`config.mk`:
```
export PLATFORM = sky130hd
export DESIGN_NAME = odi_detect
export DESIGN_NICKNAME = d
export VERILOG_FILES = /design/src/hw/odi_pkg.sv /design/src/hw/odi_detect.sv /design/src/hw/odi_interval_timer.sv /design/src/hw/odi_segment_check.sv
export SDC_FILE = /design/constraint.sdc
export NUM_CORES = 1
export LEC_CHECK = 0
export BUFFER_PORTS_ARGS = -buffer_cell sky130_fd_sc_hd__buf_2
export CORE_AREA = 2 2 137 139
export CTS_CLUSTER_SIZE = 25
export DETAILED_ROUTE_END_ITERATION = 10
export DIE_AREA = 0 0 139 141
export PLACE_DENSITY_LB_ADDON = 0.25
export SLEW_MARGIN = 25
export SYNTH_ARGS = -nofsm -noshare
export SYNTH_HDL_FRONTEND = slang
export SYNTH_SLANG_ARGS = --single-unit
```
`constraint.sdc`:
```
create_clock -name mclk -period 5.1 [get_ports mclk]
set_input_delay 0.255 -clock mclk [delete_from_list [all_inputs] [get_ports mclk]]
set_output_delay 0.255 -clock mclk [all_outputs]
set_load 0.02 [all_outputs]
```
`src/hw/odi_pkg.sv`:
```
// odi_pkg: shared constants and carrier types for operator-dependent interrupt detect
// assumes a 48-bit data word plus the memory-protect bit, and one processor clock
package odi_pkg;
   localparam int WORD_W        = 48;
   localparam int PTR_W         = 13;
   localparam int SYL_W         = 3;
   localparam int ADDR_W        = 20;
   localparam int TIMER_W       = 16;
   localparam int CNT_W         = 9;
   localparam int TAG_W         = 3;
   // tag value of a stack link mark word
   localparam logic [TAG_W-1:0] MARK_TAG = 3'h3;
   // memory-protect bit position in a read word
   localparam int PROTECT_BIT   = 48;
   // sequence error flags in the first parameter word
   localparam int SEQ_BEFORE_BIT = 24;
   localparam int SEQ_AFTER_BIT  = 23;
   // largest string segment in data words
   localparam logic [CNT_W-1:0] SEG_MAX_WORDS = 9'h100;
   // operator code of the set-interval-timer operator
   localparam logic [15:0] SET_TIMER_CODE = 16'h9545;
   localparam logic [TIMER_W-1:0] TIMER_MAX = 16'hFFFF;
   localparam logic [TIMER_W-1:0] TIMER_RESET = 16'h0000;

   typedef enum logic [3:0] {
      ODI_NONE,
      ODI_PRESENCE_PROC,
      ODI_PRESENCE_DATA,
      ODI_SEQUENCE,
      ODI_SEGMENTED,
      ODI_TIMER,
      ODI_STACK_OVF,
      ODI_CONFIDENCE
   } odi_cause_t;

   // pointers of a control word
   typedef struct packed {
      logic [PTR_W-1:0] iwp;
      logic [SYL_W-1:0] syl;
   } odi_ptr_t;

   // interrupt report to the stack-building logic
   typedef struct packed {
      odi_cause_t        cause;
      logic [WORD_W-1:0] p1;
      logic [WORD_W-1:0] p2;
      odi_ptr_t          rcw_ptr;
   } odi_report_t;
endpackage

```
`src/hw/odi_detect.sv`:
```
// odi_detect: detection and parameter formatting of operator-dependent interrupts
// assumes operator controllers present one-cycle event strobes and hold op_busy per operator
//
// How it works
// - missing code on enter/exit/return raises interrupt
// - copy invoking word pointers into return word
// - block code fetch of absent segment
// - mark word tag not 3 raises sequence error
// - before adjust bit24, after adjust bit23 only
// - protect bit on string read: segmented array
// - string segments hold at most 256 words
// - second parameter gives words to keep
// - timer preset by 9545, counts up, interrupts
// - stack top equals limit raises overflow
// - idle starts confidence test; failure interrupts
// - confidence failure details into parameter words
// - data-dependent miss backs pointers to operator
`timescale 1ns/1ps
module odi_detect (
   // clock and reset
   input  wire logic                        mclk,
   input  wire logic                        rst_n,
   input  wire logic                        ce,
   // operator sequencing
   input  wire logic                        op_busy,
   input  wire logic                        op_start,
   input  wire logic [15:0]                 op_code,
   input  wire odi_pkg::odi_ptr_t           op_ptr,
   input  wire logic                        ptr_adjusted,
   input  wire logic                        mem_write_req,
   // procedure linkage
   input  wire logic                        proc_transfer,
   input  wire logic                        code_absent,
   input  wire logic                        display_update,
   input  wire logic                        desc_absent,
   input  wire odi_pkg::odi_ptr_t           invoke_ptr,
   input  wire logic                        code_fetch_req,
   // data access
   input  wire logic                        data_absent,
   // mark word access
   input  wire logic                        mark_access,
   input  wire logic [odi_pkg::TAG_W-1:0]   mark_tag,
   // string reads
   input  wire logic                        str_active,
   input  wire logic                        rd_valid,
   input  wire logic [odi_pkg::WORD_W:0]    rd_word,
   input  wire logic [odi_pkg::CNT_W-1:0]   str_keep_words,
   // timer
   input  wire logic [odi_pkg::TIMER_W-1:0] timer_preset,
   // stack
   input  wire logic [odi_pkg::ADDR_W-1:0]  stack_top_address,
   input  wire logic [odi_pkg::ADDR_W-1:0]  stack_limit_address,
   // confidence test
   input  wire logic                        proc_idle,
   input  wire logic                        test_fail,
   input  wire logic [odi_pkg::WORD_W-1:0]  test_detail,
   // report
   input  wire logic                        report_ack,
   output logic                             irq_valid,
   output odi_pkg::odi_report_t             report,
   output logic                             code_fetch_grant,
   output logic                             mem_write_grant,
   output logic                             test_run
);
   typedef struct packed {
      logic                 irq_valid;
      odi_pkg::odi_report_t report;
      logic                 held;
      logic                 fetch_grant;
      logic                 write_grant;
      logic                 test_run;
      logic                 ovf_seen;
   } odi_state_t;

   odi_state_t s;
   odi_state_t next_s;

   logic                      tmr_expired;
   logic                      seg_boundary;
   logic [odi_pkg::CNT_W-1:0] seg_words;

   odi_interval_timer u_timer (
      .mclk    (mclk),
      .rst_n   (rst_n),
      .ce      (ce),
      .op_valid(op_start),
      .op_code (op_code),
      .preset  (timer_preset),
      .expired (tmr_expired)
   );

   odi_segment_check u_seg (
      .mclk      (mclk),
      .rst_n     (rst_n),
      .ce        (ce),
      .str_active(str_active),
      .rd_valid  (rd_valid),
      .rd_word   (rd_word),
      .boundary  (seg_boundary),
      .words_read(seg_words)
   );

   logic ev_proc;
   logic ev_data;
   logic ev_seq;
   logic ev_ovf;
   logic ev_conf;
   logic any_ev;

   always_comb begin
      ev_proc = (proc_transfer && code_absent) || (display_update && desc_absent);
      ev_data = data_absent;
      ev_seq  = mark_access && mark_tag != odi_pkg::MARK_TAG;
      ev_ovf  = stack_top_address == stack_limit_address && !s.ovf_seen;
      ev_conf = s.test_run && test_fail;
      any_ev  = ev_proc || ev_data || ev_seq || seg_boundary || tmr_expired ||
                ev_ovf || ev_conf;
   end

   always_comb begin
      next_s = s;
      next_s.ovf_seen = stack_top_address == stack_limit_address;
      // confidence test runs only while idle with no operator busy
      next_s.test_run = proc_idle && !op_busy;
      if (s.irq_valid && report_ack) begin
         next_s.irq_valid = 1'b0;
      end
      if (!op_busy) begin
         next_s.held = 1'b0;
      end
      if (any_ev && !s.held && !s.irq_valid) begin
         next_s.held = op_busy;
         next_s.irq_valid = 1'b1;
         next_s.report = '0;
         if (ev_proc) begin
            next_s.report.cause = odi_pkg::ODI_PRESENCE_PROC;
            next_s.report.rcw_ptr = invoke_ptr;
         end else if (ev_data) begin
            next_s.report.cause = odi_pkg::ODI_PRESENCE_DATA;
            next_s.report.rcw_ptr = op_ptr;
         end else if (ev_seq) begin
            next_s.report.cause = odi_pkg::ODI_SEQUENCE;
            if (ptr_adjusted) begin
               next_s.report.p1[odi_pkg::SEQ_AFTER_BIT] = 1'b1;
            end else begin
               next_s.report.p1[odi_pkg::SEQ_BEFORE_BIT] = 1'b1;
            end
         end else if (seg_boundary) begin
            next_s.report.cause = odi_pkg::ODI_SEGMENTED;
            next_s.report.p1 = {{(odi_pkg::WORD_W-odi_pkg::CNT_W){1'b0}}, seg_words};
            next_s.report.p2 = {{(odi_pkg::WORD_W-odi_pkg::CNT_W){1'b0}},
                                str_keep_words};
         end else if (tmr_expired) begin
            next_s.report.cause = odi_pkg::ODI_TIMER;
         end else if (ev_ovf) begin
            next_s.report.cause = odi_pkg::ODI_STACK_OVF;
            next_s.report.p1 = {{(odi_pkg::WORD_W-odi_pkg::ADDR_W){1'b0}},
                                stack_limit_address};
         end else begin
            next_s.report.cause = odi_pkg::ODI_CONFIDENCE;
            next_s.report.p1 = test_detail;
            next_s.report.p2 = {{(odi_pkg::WORD_W-16){1'b0}}, op_code};
         end
      end
      // no fetch of an absent segment, no writes in a fault cycle or while a fault is held until op_busy drops
      next_s.fetch_grant = code_fetch_req && !ev_proc && !next_s.held &&
                           !(s.irq_valid && s.report.cause == odi_pkg::ODI_PRESENCE_PROC);
      next_s.write_grant = mem_write_req && !any_ev && !next_s.held;
   end

   always_ff @(posedge mclk or negedge rst_n) begin
      if (!rst_n) begin
         s <= '0;
      end else if (ce) begin
         s <= next_s;
      end
   end

   assign irq_valid        = s.irq_valid;
   assign report           = s.report;
   assign code_fetch_grant = s.fetch_grant;
   assign mem_write_grant  = s.write_grant;
   assign test_run         = s.test_run;
endmodule

```
`src/hw/odi_interval_timer.sv`:
```
// odi_interval_timer: preset-and-count-up interval timer
// assumes the operator decode presents the operator code with a one-cycle strobe
`timescale 1ns/1ps
module odi_interval_timer (
   // clock and reset
   input  wire logic                        mclk,
   input  wire logic                        rst_n,
   input  wire logic                        ce,
   // operator strobe
   input  wire logic                        op_valid,
   input  wire logic [15:0]                 op_code,
   input  wire logic [odi_pkg::TIMER_W-1:0] preset,
   // expiry
   output logic                             expired
);
   typedef struct packed {
      logic                        run;
      logic [odi_pkg::TIMER_W-1:0] count;
      logic                        expired;
   } odi_tmr_state_t;

   odi_tmr_state_t s;
   odi_tmr_state_t next_s;

   always_comb begin
      next_s = s;
      next_s.expired = 1'b0;
      if (op_valid && op_code == odi_pkg::SET_TIMER_CODE) begin
         next_s.run = 1'b1;
         next_s.count = preset;
      end else if (s.run) begin
         if (s.count == odi_pkg::TIMER_MAX) begin
            next_s.run = 1'b0;
            next_s.expired = 1'b1;
         end else begin
            next_s.count = s.count + 1'b1;
         end
      end
   end

   always_ff @(posedge mclk or negedge rst_n) begin
      if (!rst_n) begin
         s <= '0;
      end else if (ce) begin
         s <= next_s;
      end
   end

   assign expired = s.expired;
endmodule

```
`src/hw/odi_segment_check.sv`:
```
// odi_segment_check: memory-protect boundary check during string operations
// assumes one read-valid strobe per word read by the string datapath
`timescale 1ns/1ps
module odi_segment_check (
   // clock and reset
   input  wire logic                       mclk,
   input  wire logic                       rst_n,
   input  wire logic                       ce,
   // string reads
   input  wire logic                       str_active,
   input  wire logic                       rd_valid,
   input  wire logic [odi_pkg::WORD_W:0]   rd_word,
   // results
   output logic                            boundary,
   output logic [odi_pkg::CNT_W-1:0]       words_read
);
   typedef struct packed {
      logic [odi_pkg::CNT_W-1:0] count;
   } odi_seg_state_t;

   odi_seg_state_t s;
   odi_seg_state_t next_s;

   always_comb begin
      next_s = s;
      if (!str_active) begin
         next_s.count = '0;
      end else if (rd_valid && !rd_word[odi_pkg::PROTECT_BIT] &&
                   s.count != odi_pkg::SEG_MAX_WORDS) begin
         next_s.count = s.count + 1'b1;
      end
   end

   always_ff @(posedge mclk or negedge rst_n) begin
      if (!rst_n) begin
         s <= '0;
      end else if (ce) begin
         s <= next_s;
      end
   end

   // link word with protect bit set closes the segment
   assign boundary = str_active && rd_valid && rd_word[odi_pkg::PROTECT_BIT];
   assign words_read = s.count;
endmodule
```
# Word-level counts from Yosys, hierarchy flattened
# Cells that the tools add are included.
# word_totals
register_bits	149
out_inout_bits	120
elab_cells	95
# classes
n_addsub	2
eq_ne	8
muxes	28
reduce_logical	42
# op_table
op	count
$mux W96	3
$mux W118	1
$mux W100	1
$mux W71	1
$mux W16	4
$mux W49	1
$eq A16 B16 Y1 const B	2
$mux W23	1
$eq A20 B20 Y1	1
$logic_and A1 B1 Y1	20
$mux W18	1
$mux W9	2
$mux W17	1
$add A16 B1 Y16 const B	1
$mux W4	3
$add A9 B1 Y9 const B	1
$logic_not A1 Y1	9
$ne A9 B9 Y1 const B	1
$logic_or A1 B1 Y1	7
$mux W1	7
$reduce_and A2 Y1	3
$eq A4 B1 Y1 const B	1
$mux W2	2
$ne A2 B1 Y1 const B	2
3 further kinds	4

# Longest topological paths before layout
# Gate-level depths: netlist of run 1.
# logic_depth
ltp_word	14
depth_mapped	9
mapped_depth_nobuf	7

# Hierarchy
# A second synthesis of run 1 with hierarchy kept.
# unflattened
cells_unflattened	716
hier_area_um2	7150.6
# modules_own_cells
module	n_inst	cells_each	area_each_um2
odi_detect	1	496	5196.2
odi_interval_timer	1	155	1340.0
odi_segment_check	1	65	614.3

# Worst setup path before layout of run 1
# No wires, ideal clock.
# synth_timing
kind	reg-to-reg
startpoint	reg u_timer.s[1] in the netlist's numbering
endpoint	reg u_timer.s[4] in the netlist's numbering
arrival_time_ns	2.092
path_slack_ns	2.872
path_stages_with_launch	9
n_path_buf	1
period_less_slack_ns	2.228
path_cell_list	dfrtp_1 -> ha_1 -> and3_1 -> and4_1 -> clkbuf_1 -> a21oi_1 -> a21oi_1 -> o21ai_0 -> or3b_2
# synth_via
elab_chain_cells	4
# synth_rtl
item	line_no	text
start, declared	odi_interval_timer.sv:22	odi_tmr_state_t s;
start signal, assigned	odi_interval_timer.sv:45	s <= next_s;
$add A16 B1 Y16	odi_interval_timer.sv:36	next_s.count = s.count + 1'b1;
$mux W16	odi_interval_timer.sv:32	if (s.count == odi_pkg::TIMER_MAX) begin
$mux W18	odi_interval_timer.sv:31	end else if (s.run) begin
$mux W17	odi_interval_timer.sv:28	if (op_valid && op_code == odi_pkg::SET_TIMER_CODE) begin
# Parallel ways exist; a longest one is shown, timed or not. The select of a mux whose other input is x is not followed.
# A chain may end at the register's enable or synchronous reset.

# Final worst setup path of run 1
# layout_timing
startpoint	in ce
endpoint	reg s (netlist bit report[23])
# layout_via
elab_chain_cells	1
# layout_rtl
item	line_no	text
start, declared	odi_detect.sv:23	input wire logic ce,
$reduce_and A2 Y1 (no line)	-	
end signal, assigned	odi_detect.sv:175	s <= next_s;
end, declared	odi_detect.sv:75	odi_state_t s;
# Every way passes these cells.

==> qor.csv, run 1 <==
stage,metric,value,unit
timing,min_period,3020,ps
drt,vias,6296,
critical_path,crit_fanout,48,
cts,cts_tree,done,
timing,finalSetupViolations,0,
cells_and_area,instances_no_fill,1211,
floorplanning,fp.dieW,139,µm
logic_synthesis,yosys_warnings,0,
cts,clock-sinks,116,
cts,clock_path_buffers,2,
cells_and_area,drive_gt1_frac,0.347,
logic_synthesis,ys_types,62,
global_route,first_global_vias,5995,
logic_synthesis,syn_avg_cell_area,8.96,µm²
floorplanning,die_h,141,µm
logic_synthesis,ys.flop_type,dfrtp_1,
placement,pre_cts_slack,1610,ps
cts,numCtsBuffers,17,
logic_synthesis,ys_seq_elements,116,
placement,port_buffers,270,
critical_path,cp_cell_sequence,"buf_2, inv_1, or3_2, or2_2, buf_4, a22o_1",
logic_synthesis,synthArstFlopShare,1.00,
critical_path,max_stage_delay,930,ps
timing,finalCritPeriodShare,0.593,
logic_synthesis,synth_top_area_share,0.407,
cells_and_area,area_growth,19.8,%
outcome,status,completed,
placement,dp_cells,1177,
drt,vias_per_cell,5.20,
pwr,power.density,409,nW/µm²
cts,htree_levels,4,
drt,drt_iter0_drc,377,
global_route,grt_usage,0.207,
logic_synthesis,synth_edf_count,0,
logic_synthesis,synth.area.mux_share,0.0454,
floorplanning,core,18300,µm²
placement,globalplace.congestion,0.836,
timing,fin_skew,9.44,ps
critical_path,startpoint_type,input port,
timing,setup_tns,0,ps
logic_synthesis,synth.top_cells.by_count,"buf_4, o21ai_0, dfrtp_1, nand2_1, clkbuf_1",
logic_synthesis,mappedNetlistArea,7140,µm²
drt,firstDrtPassIters,5,
logic_synthesis,yosys.area_share.simple,0.142,
timing,tightestPinTransition,957,ps
logic_synthesis,ys_seq_area_frac,0.407,
placement,dp_hpwl,14800,µm
cells_and_area,antenna-diode-count,0,
drt,drc_errors,0,
cells_and_area,seqCellArea,2900,µm²
cells_and_area,nets,1199,
logic_synthesis,synth_fa_ha_area_frac,0.00526,
drt,routed_wl,20700,µm
critical_path,critPathKind,in -> reg,
pwr,ir_drop,0.223,mV
timing,rsz0062_at_grt,false,
cells_and_area,multi_input_area,3220,µm²
floorplanning,die_area,19600,µm²
logic_synthesis,synth.most_common_cell,buf_4,
timing,setup_ws,2080,ps
critical_path,crit_slowest_cell,or3_2,
timing,fmax,0.331,GHz
job,maxCapViolCount,0,
cts,ctsResizeCount,0,
global_route,grt_max_degree,73,
logic_synthesis,synthTopCellsByArea,"dfrtp_1, buf_4, o21ai_0",
logic_synthesis,synth_cells,797,
critical_path,arrival,3320,ps
critical_path,endpoint_kind,flop,
cts,clock_latency,420,ps
cells_and_area,n_fill_cell,1813,
logic_synthesis,synth_compound_area_frac,0.209,
global_route,grt_pass1_wl,32300,µm
logic_synthesis,yosysTopAreaCell,dfrtp_1,
logic_synthesis,synth_top_family_by_area,compound AO/OA/AOI/OAI gates,
global_route,gr-total-overflow,0,
critical_path,cp.required,5400,ps
floorplanning,std_cell_rows,50,
cells_and_area,final_util,0.468,
min_path,hp-class,in -> reg,
floorplanning,start_util,0.391,
logic_synthesis,synth_xor_area_frac,0.0307,
cts,clk_root_buffer_cell,clkbuf_16,
pwr,leakagePower,0.00422,µW
timing,hold_viol_final,0,
drt,ant_nets,0,
timing,slew_violations,0,
floorplanning,ios,352,
cts,clkTransAtPathRegs,50,ps
timing,slew_headroom,0.362,
drt,wire_per_inst,17.1,µm
global_route,antenna_found_initial,0,
==> flip-flops by register name, indices dropped and copies added (netlist names), 2 cells and up <==
name / flops
s: 2
report: 83
u_timer.s: 17
u_seg.words_read: 9
==> layout make-up <==
class                           instances  share of cell area
Tap cell                              234              0.0342
Sequential cell                       116               0.339
Clock buffer                           23              0.0559
Timing Repair Buffer                  279               0.169
Clock inverter                          9              0.0176
Multi-Input combinational cell        534               0.377
Inverter                               16             0.00702
==> cells in the final DEF, fill, tap and decap left out, types with 5 or more instances in the layout <==
cell,Yosys,final
inv_1,16,16
xor2_1,12,12
buf_2,3,269
o2bb2ai_1,5,5
mux2_2,19,19
nor3_1,11,11
mux2i_1,11,11
nand2_1,113,113
nand4_1,8,8
o211ai_1,18,18
a32o_1,10,10
dfrtp_1,116,116
a22o_1,20,20
o21ai_0,117,117
conb_1,1,33
and3_1,5,5
nor4_1,13,13
buf_4,120,7
nor2_1,21,20
o31ai_1,14,14
a21oi_1,16,16
xnor2_1,13,13
clkbuf_16,0,17
nand3_1,11,11
==> what timing repair did <==
item                                   CTS  global route
endpoints found under the hold margin    0            71
hold buffers                             0             1
setup buffers                            0             0
setup endpoints to repair                0             0
==> kinds of logic after synthesis <==
group                      count (synthesis)
and+or+nand+nor                          212
xor gates and xnor gates                  25
adders and majority gates                  3
AOI/OAI and AO/OA                        231
buffers and inverters                    179
muxes                                     30
DFF                                      116
other                                      1
==> metrics by stage <==
step	hold slack (ps)	area, µm²	total power [µW]
2_1_floorplan	-40.6	7260	2100
6_report	71.8	8550	3500
4_1_cts	16.5	8510	3530
3_5_place_dp	470	7890	2240
3_3_place_gp	458	7880	2220
5_1_grt	66.0	8550	3670
==> final timing paths <==
kind / endpoint / startpoint / depth (start not counted) / slack (ps)
max in group asynchronous: report[76] / rst_n / 3 / 3590
min: report[84] / test_detail[20] / 3 / 70
max: report[23] / ce / 6 / 2080
max reg2reg: report[23] / irq_valid / 4 / 2240
min reg2reg: report[92] / report[92] / 2 / 500
min in group asynchronous: u_timer.s[1] / rst_n / 2 / 440
==> layer usage <==
metal	part of all wire	track usage	vias to the layer above	routed length, µm
li1	-	-	3018	-
met1	0.44	0.268	3012	9120
met2	0.48	0.344	237	9890
met3	0.064	0.0537	29	1330
met4	0.020	0.0585	0	405
met5	0	0	-	0
==> power by group <==
part           switching (µW)  leakage [µW]  internal (µW)
clock network             423      0.000303            854
registers                 124       0.00155           1120
logic                     619       0.00237            361
==> worst max-delay path: cells and delay by family <==
family / cells / cell delay (ps)
AOI/OAI and AO/OA: 1 / 280
and+or+nand+nor: 2 / 1620
buffers and inverters: 3 / 1130
Note: power is estimated with default switching activity, not from simulation.
==> run 2, diff against run 1 <==
Settings changed: CORE_AREA 2 2 137 139 to 2 2 138 140, DIE_AREA 0 0 139 141 to 0 0 140 142.
Clock period 5.1 ns to 2.97 ns, I/O delays scaled along.
==> qor.csv, run 2 (synthesis gave the netlist of run 1 again) <==
stage,metric,value,unit,change
outcome,status,"finished, violations left",,
outcome,violations,design-rule violations,,
global_route,gr-total-overflow,0,,unchanged
critical_path,r2r_end,u_timer.s[4],,
cts,clock_latency,410,ps,about the same
floorplanning,die_area,19900,µm²,+1.4%
critical_path,reg2regPathDepth,7,,+3
drt,vias,6539,,+3.9%
cts,cts_tree,done,,
floorplanning,ios,352,,unchanged
critical_path,startpoint_type,input port,,
critical_path,arrival,2690,ps,-630 ps
global_route,grt_max_degree,62,,-15%
job,maxCapViolCount,0,,unchanged
placement,globalplace.congestion,0.829,,-0.91%
cells_and_area,area_growth,26.2,%,
cells_and_area,final_common_cell,buf_2,,
cts,cts_hold_buf,33,,+33
critical_path,rrSetupSlack,640,ps,-1600 ps
cells_and_area,final_cell_mix,"buf_2, o21ai_0, dfrtp_1, nand2_1, dlygate4sd3_1",,
timing,finalCritPeriodShare,0.788,,
timing,setup_tns,0,ps,unchanged
min_path,hp-start,report_ack,,
timing,hold_viol_final,0,,unchanged
cells_and_area,antenna-diode-count,0,,unchanged
global_route,grt_pass1_wl,34100,µm,+5.6%
min_path,hold_path_end,irq_valid,,
cts,clock-sinks,116,,unchanged
timing,rsz0062_at_grt,false,,
drt,wire_per_inst,17.3,µm,+1.1%
cts,ctsResizeCount,0,,unchanged
cells_and_area,nets,1246,,+3.9%
critical_path,crit_fanout,9,,-81%
min_path,whs_path_depth,4,,+1
cts,post_cts.repair.setup_buffers,0,,unchanged
pwr,power.total,6100,µW,+74%
critical_path,cp.required,3320,ps,-2080 ps
timing,tightestPinTransition,840,ps,-117 ps
timing,slew_headroom,0.438,,+0.0759
cts,clkTransAtPathRegs,60,ps,about the same
floorplanning,core,18500,µm²,+1.0%
cts,clk_root_buffer_cell,clkbuf_16,,
timing,finalSetupViolations,0,,unchanged
critical_path,critPathKind,in -> reg,,
drt,drt_iter0_drc,321,,-15%
timing,fin_skew,9.00,ps,-0.442 ps
drt,firstDrtPassIters,9,,+4
cts,numCtsBuffers,17,,unchanged
global_route,grt_usage,0.218,,+0.0115
critical_path,r2r_start,u_timer.s[1],,
timing,slew_violations,0,,unchanged
timing,min_period,2340,ps,
drt,ant_nets,0,,unchanged
drt,drc_errors,22,,+22
cells_and_area,largest_reg_flops,83,,unchanged
critical_path,endpoint_kind,flop,,
global_route,antenna_found_initial,0,,unchanged
pwr,leakagePower,0.00443,µW,+5.0%
cts,clock_path_buffers,2,,unchanged
floorplanning,die_h,142,µm,+0.71%
floorplanning,start_util,0.387,,-0.00397
placement,port_buffers,270,,unchanged
pwr,power.density,677,nW/µm²,+65%
min_path,hp-class,in -> reg,,
timing,fmax,0.427,GHz,
floorplanning,std_cell_rows,50,,unchanged
drt,routed_wl,21800,µm,+5.0%
drt,vias_per_cell,5.20,,about the same
cells_and_area,drive_gt1_frac,0.347,,about the same
global_route,first_global_vias,6274,,+4.7%
pwr,ir_drop,0.449,mV,+100%
placement,dp_hpwl,15700,µm,+6.3%
floorplanning,fp.dieW,140,µm,+0.72%
cts,htree_levels,4,,unchanged
==> run 2: cell types whose count changed in the layout (fill, tap and decap cells not counted), sizes merged <==
cell         previous run  this run
clkbuf                 23        20
clkinvlp                2         3
clkinv                  3         5
dlygate4sd3             1        34
buf                   278       292
==> run 2: layer usage <==
layer,part of all wire,wire length (µm),up-vias,GRT usage
met1,0.42,9140,3131,0.287
met3,0.078,1700,19,0.0532
met5,0,0,-,0
li1,-,-,3109,-
met2,0.49,10600,280,0.357
met4,0.015,328,0,0.0702
==> run 2: stage by stage <==
step,utilization,setup WS (ps),hold slack [ps],std cells,area (µm²)
after global placement,0.435,289,299,1192,8030
after floorplan,-,742,-147,829,7260
after CTS,0.487,611,1.22,1257,9000
after detailed placement,0.435,275,301,1192,8030
after global routing,0.488,417,18.6,1258,9010
final,0.488,630,13.3,1258,9010
==> run 2: worst max-delay path by stage <==
stage / start / endpoint
after CTS: op_code[10] / u_timer.s[4]
after global routing: op_code[10] / u_timer.s[13]
after global placement: stack_top_address[9] / report[7]
final: op_code[9] / u_timer.s[4]
after detailed placement: stack_top_address[9] / report[2]
after floorplan: u_timer.s[1] / u_timer.s[4]
==> run 2: layout make-up <==
cell class | count | area (µm²)
fillers | 1790 | 9440
flip-flops and latches | 116 | 2900
well taps | 234 | 293
inverters | 16 | 60.1
clock buffers | 20 | 457
repair buffers | 326 | 1900
multi-input cells | 534 | 3220
clock inverters | 12 | 179
==> run 2: power breakdown <==
group	switching [µW]	internal (µW)
sequential	196	1920
clock	754	1450
combinational	1100	680
==> run 2: critical path, cell delays in order <==
cell and delay [ps]:
dlygate4sd3_1 540, buf_2 130, nor4b_1 250, nand4_1 350
or2_2 490, a21oi_1 410, and4b_1 250, or3b_2 110
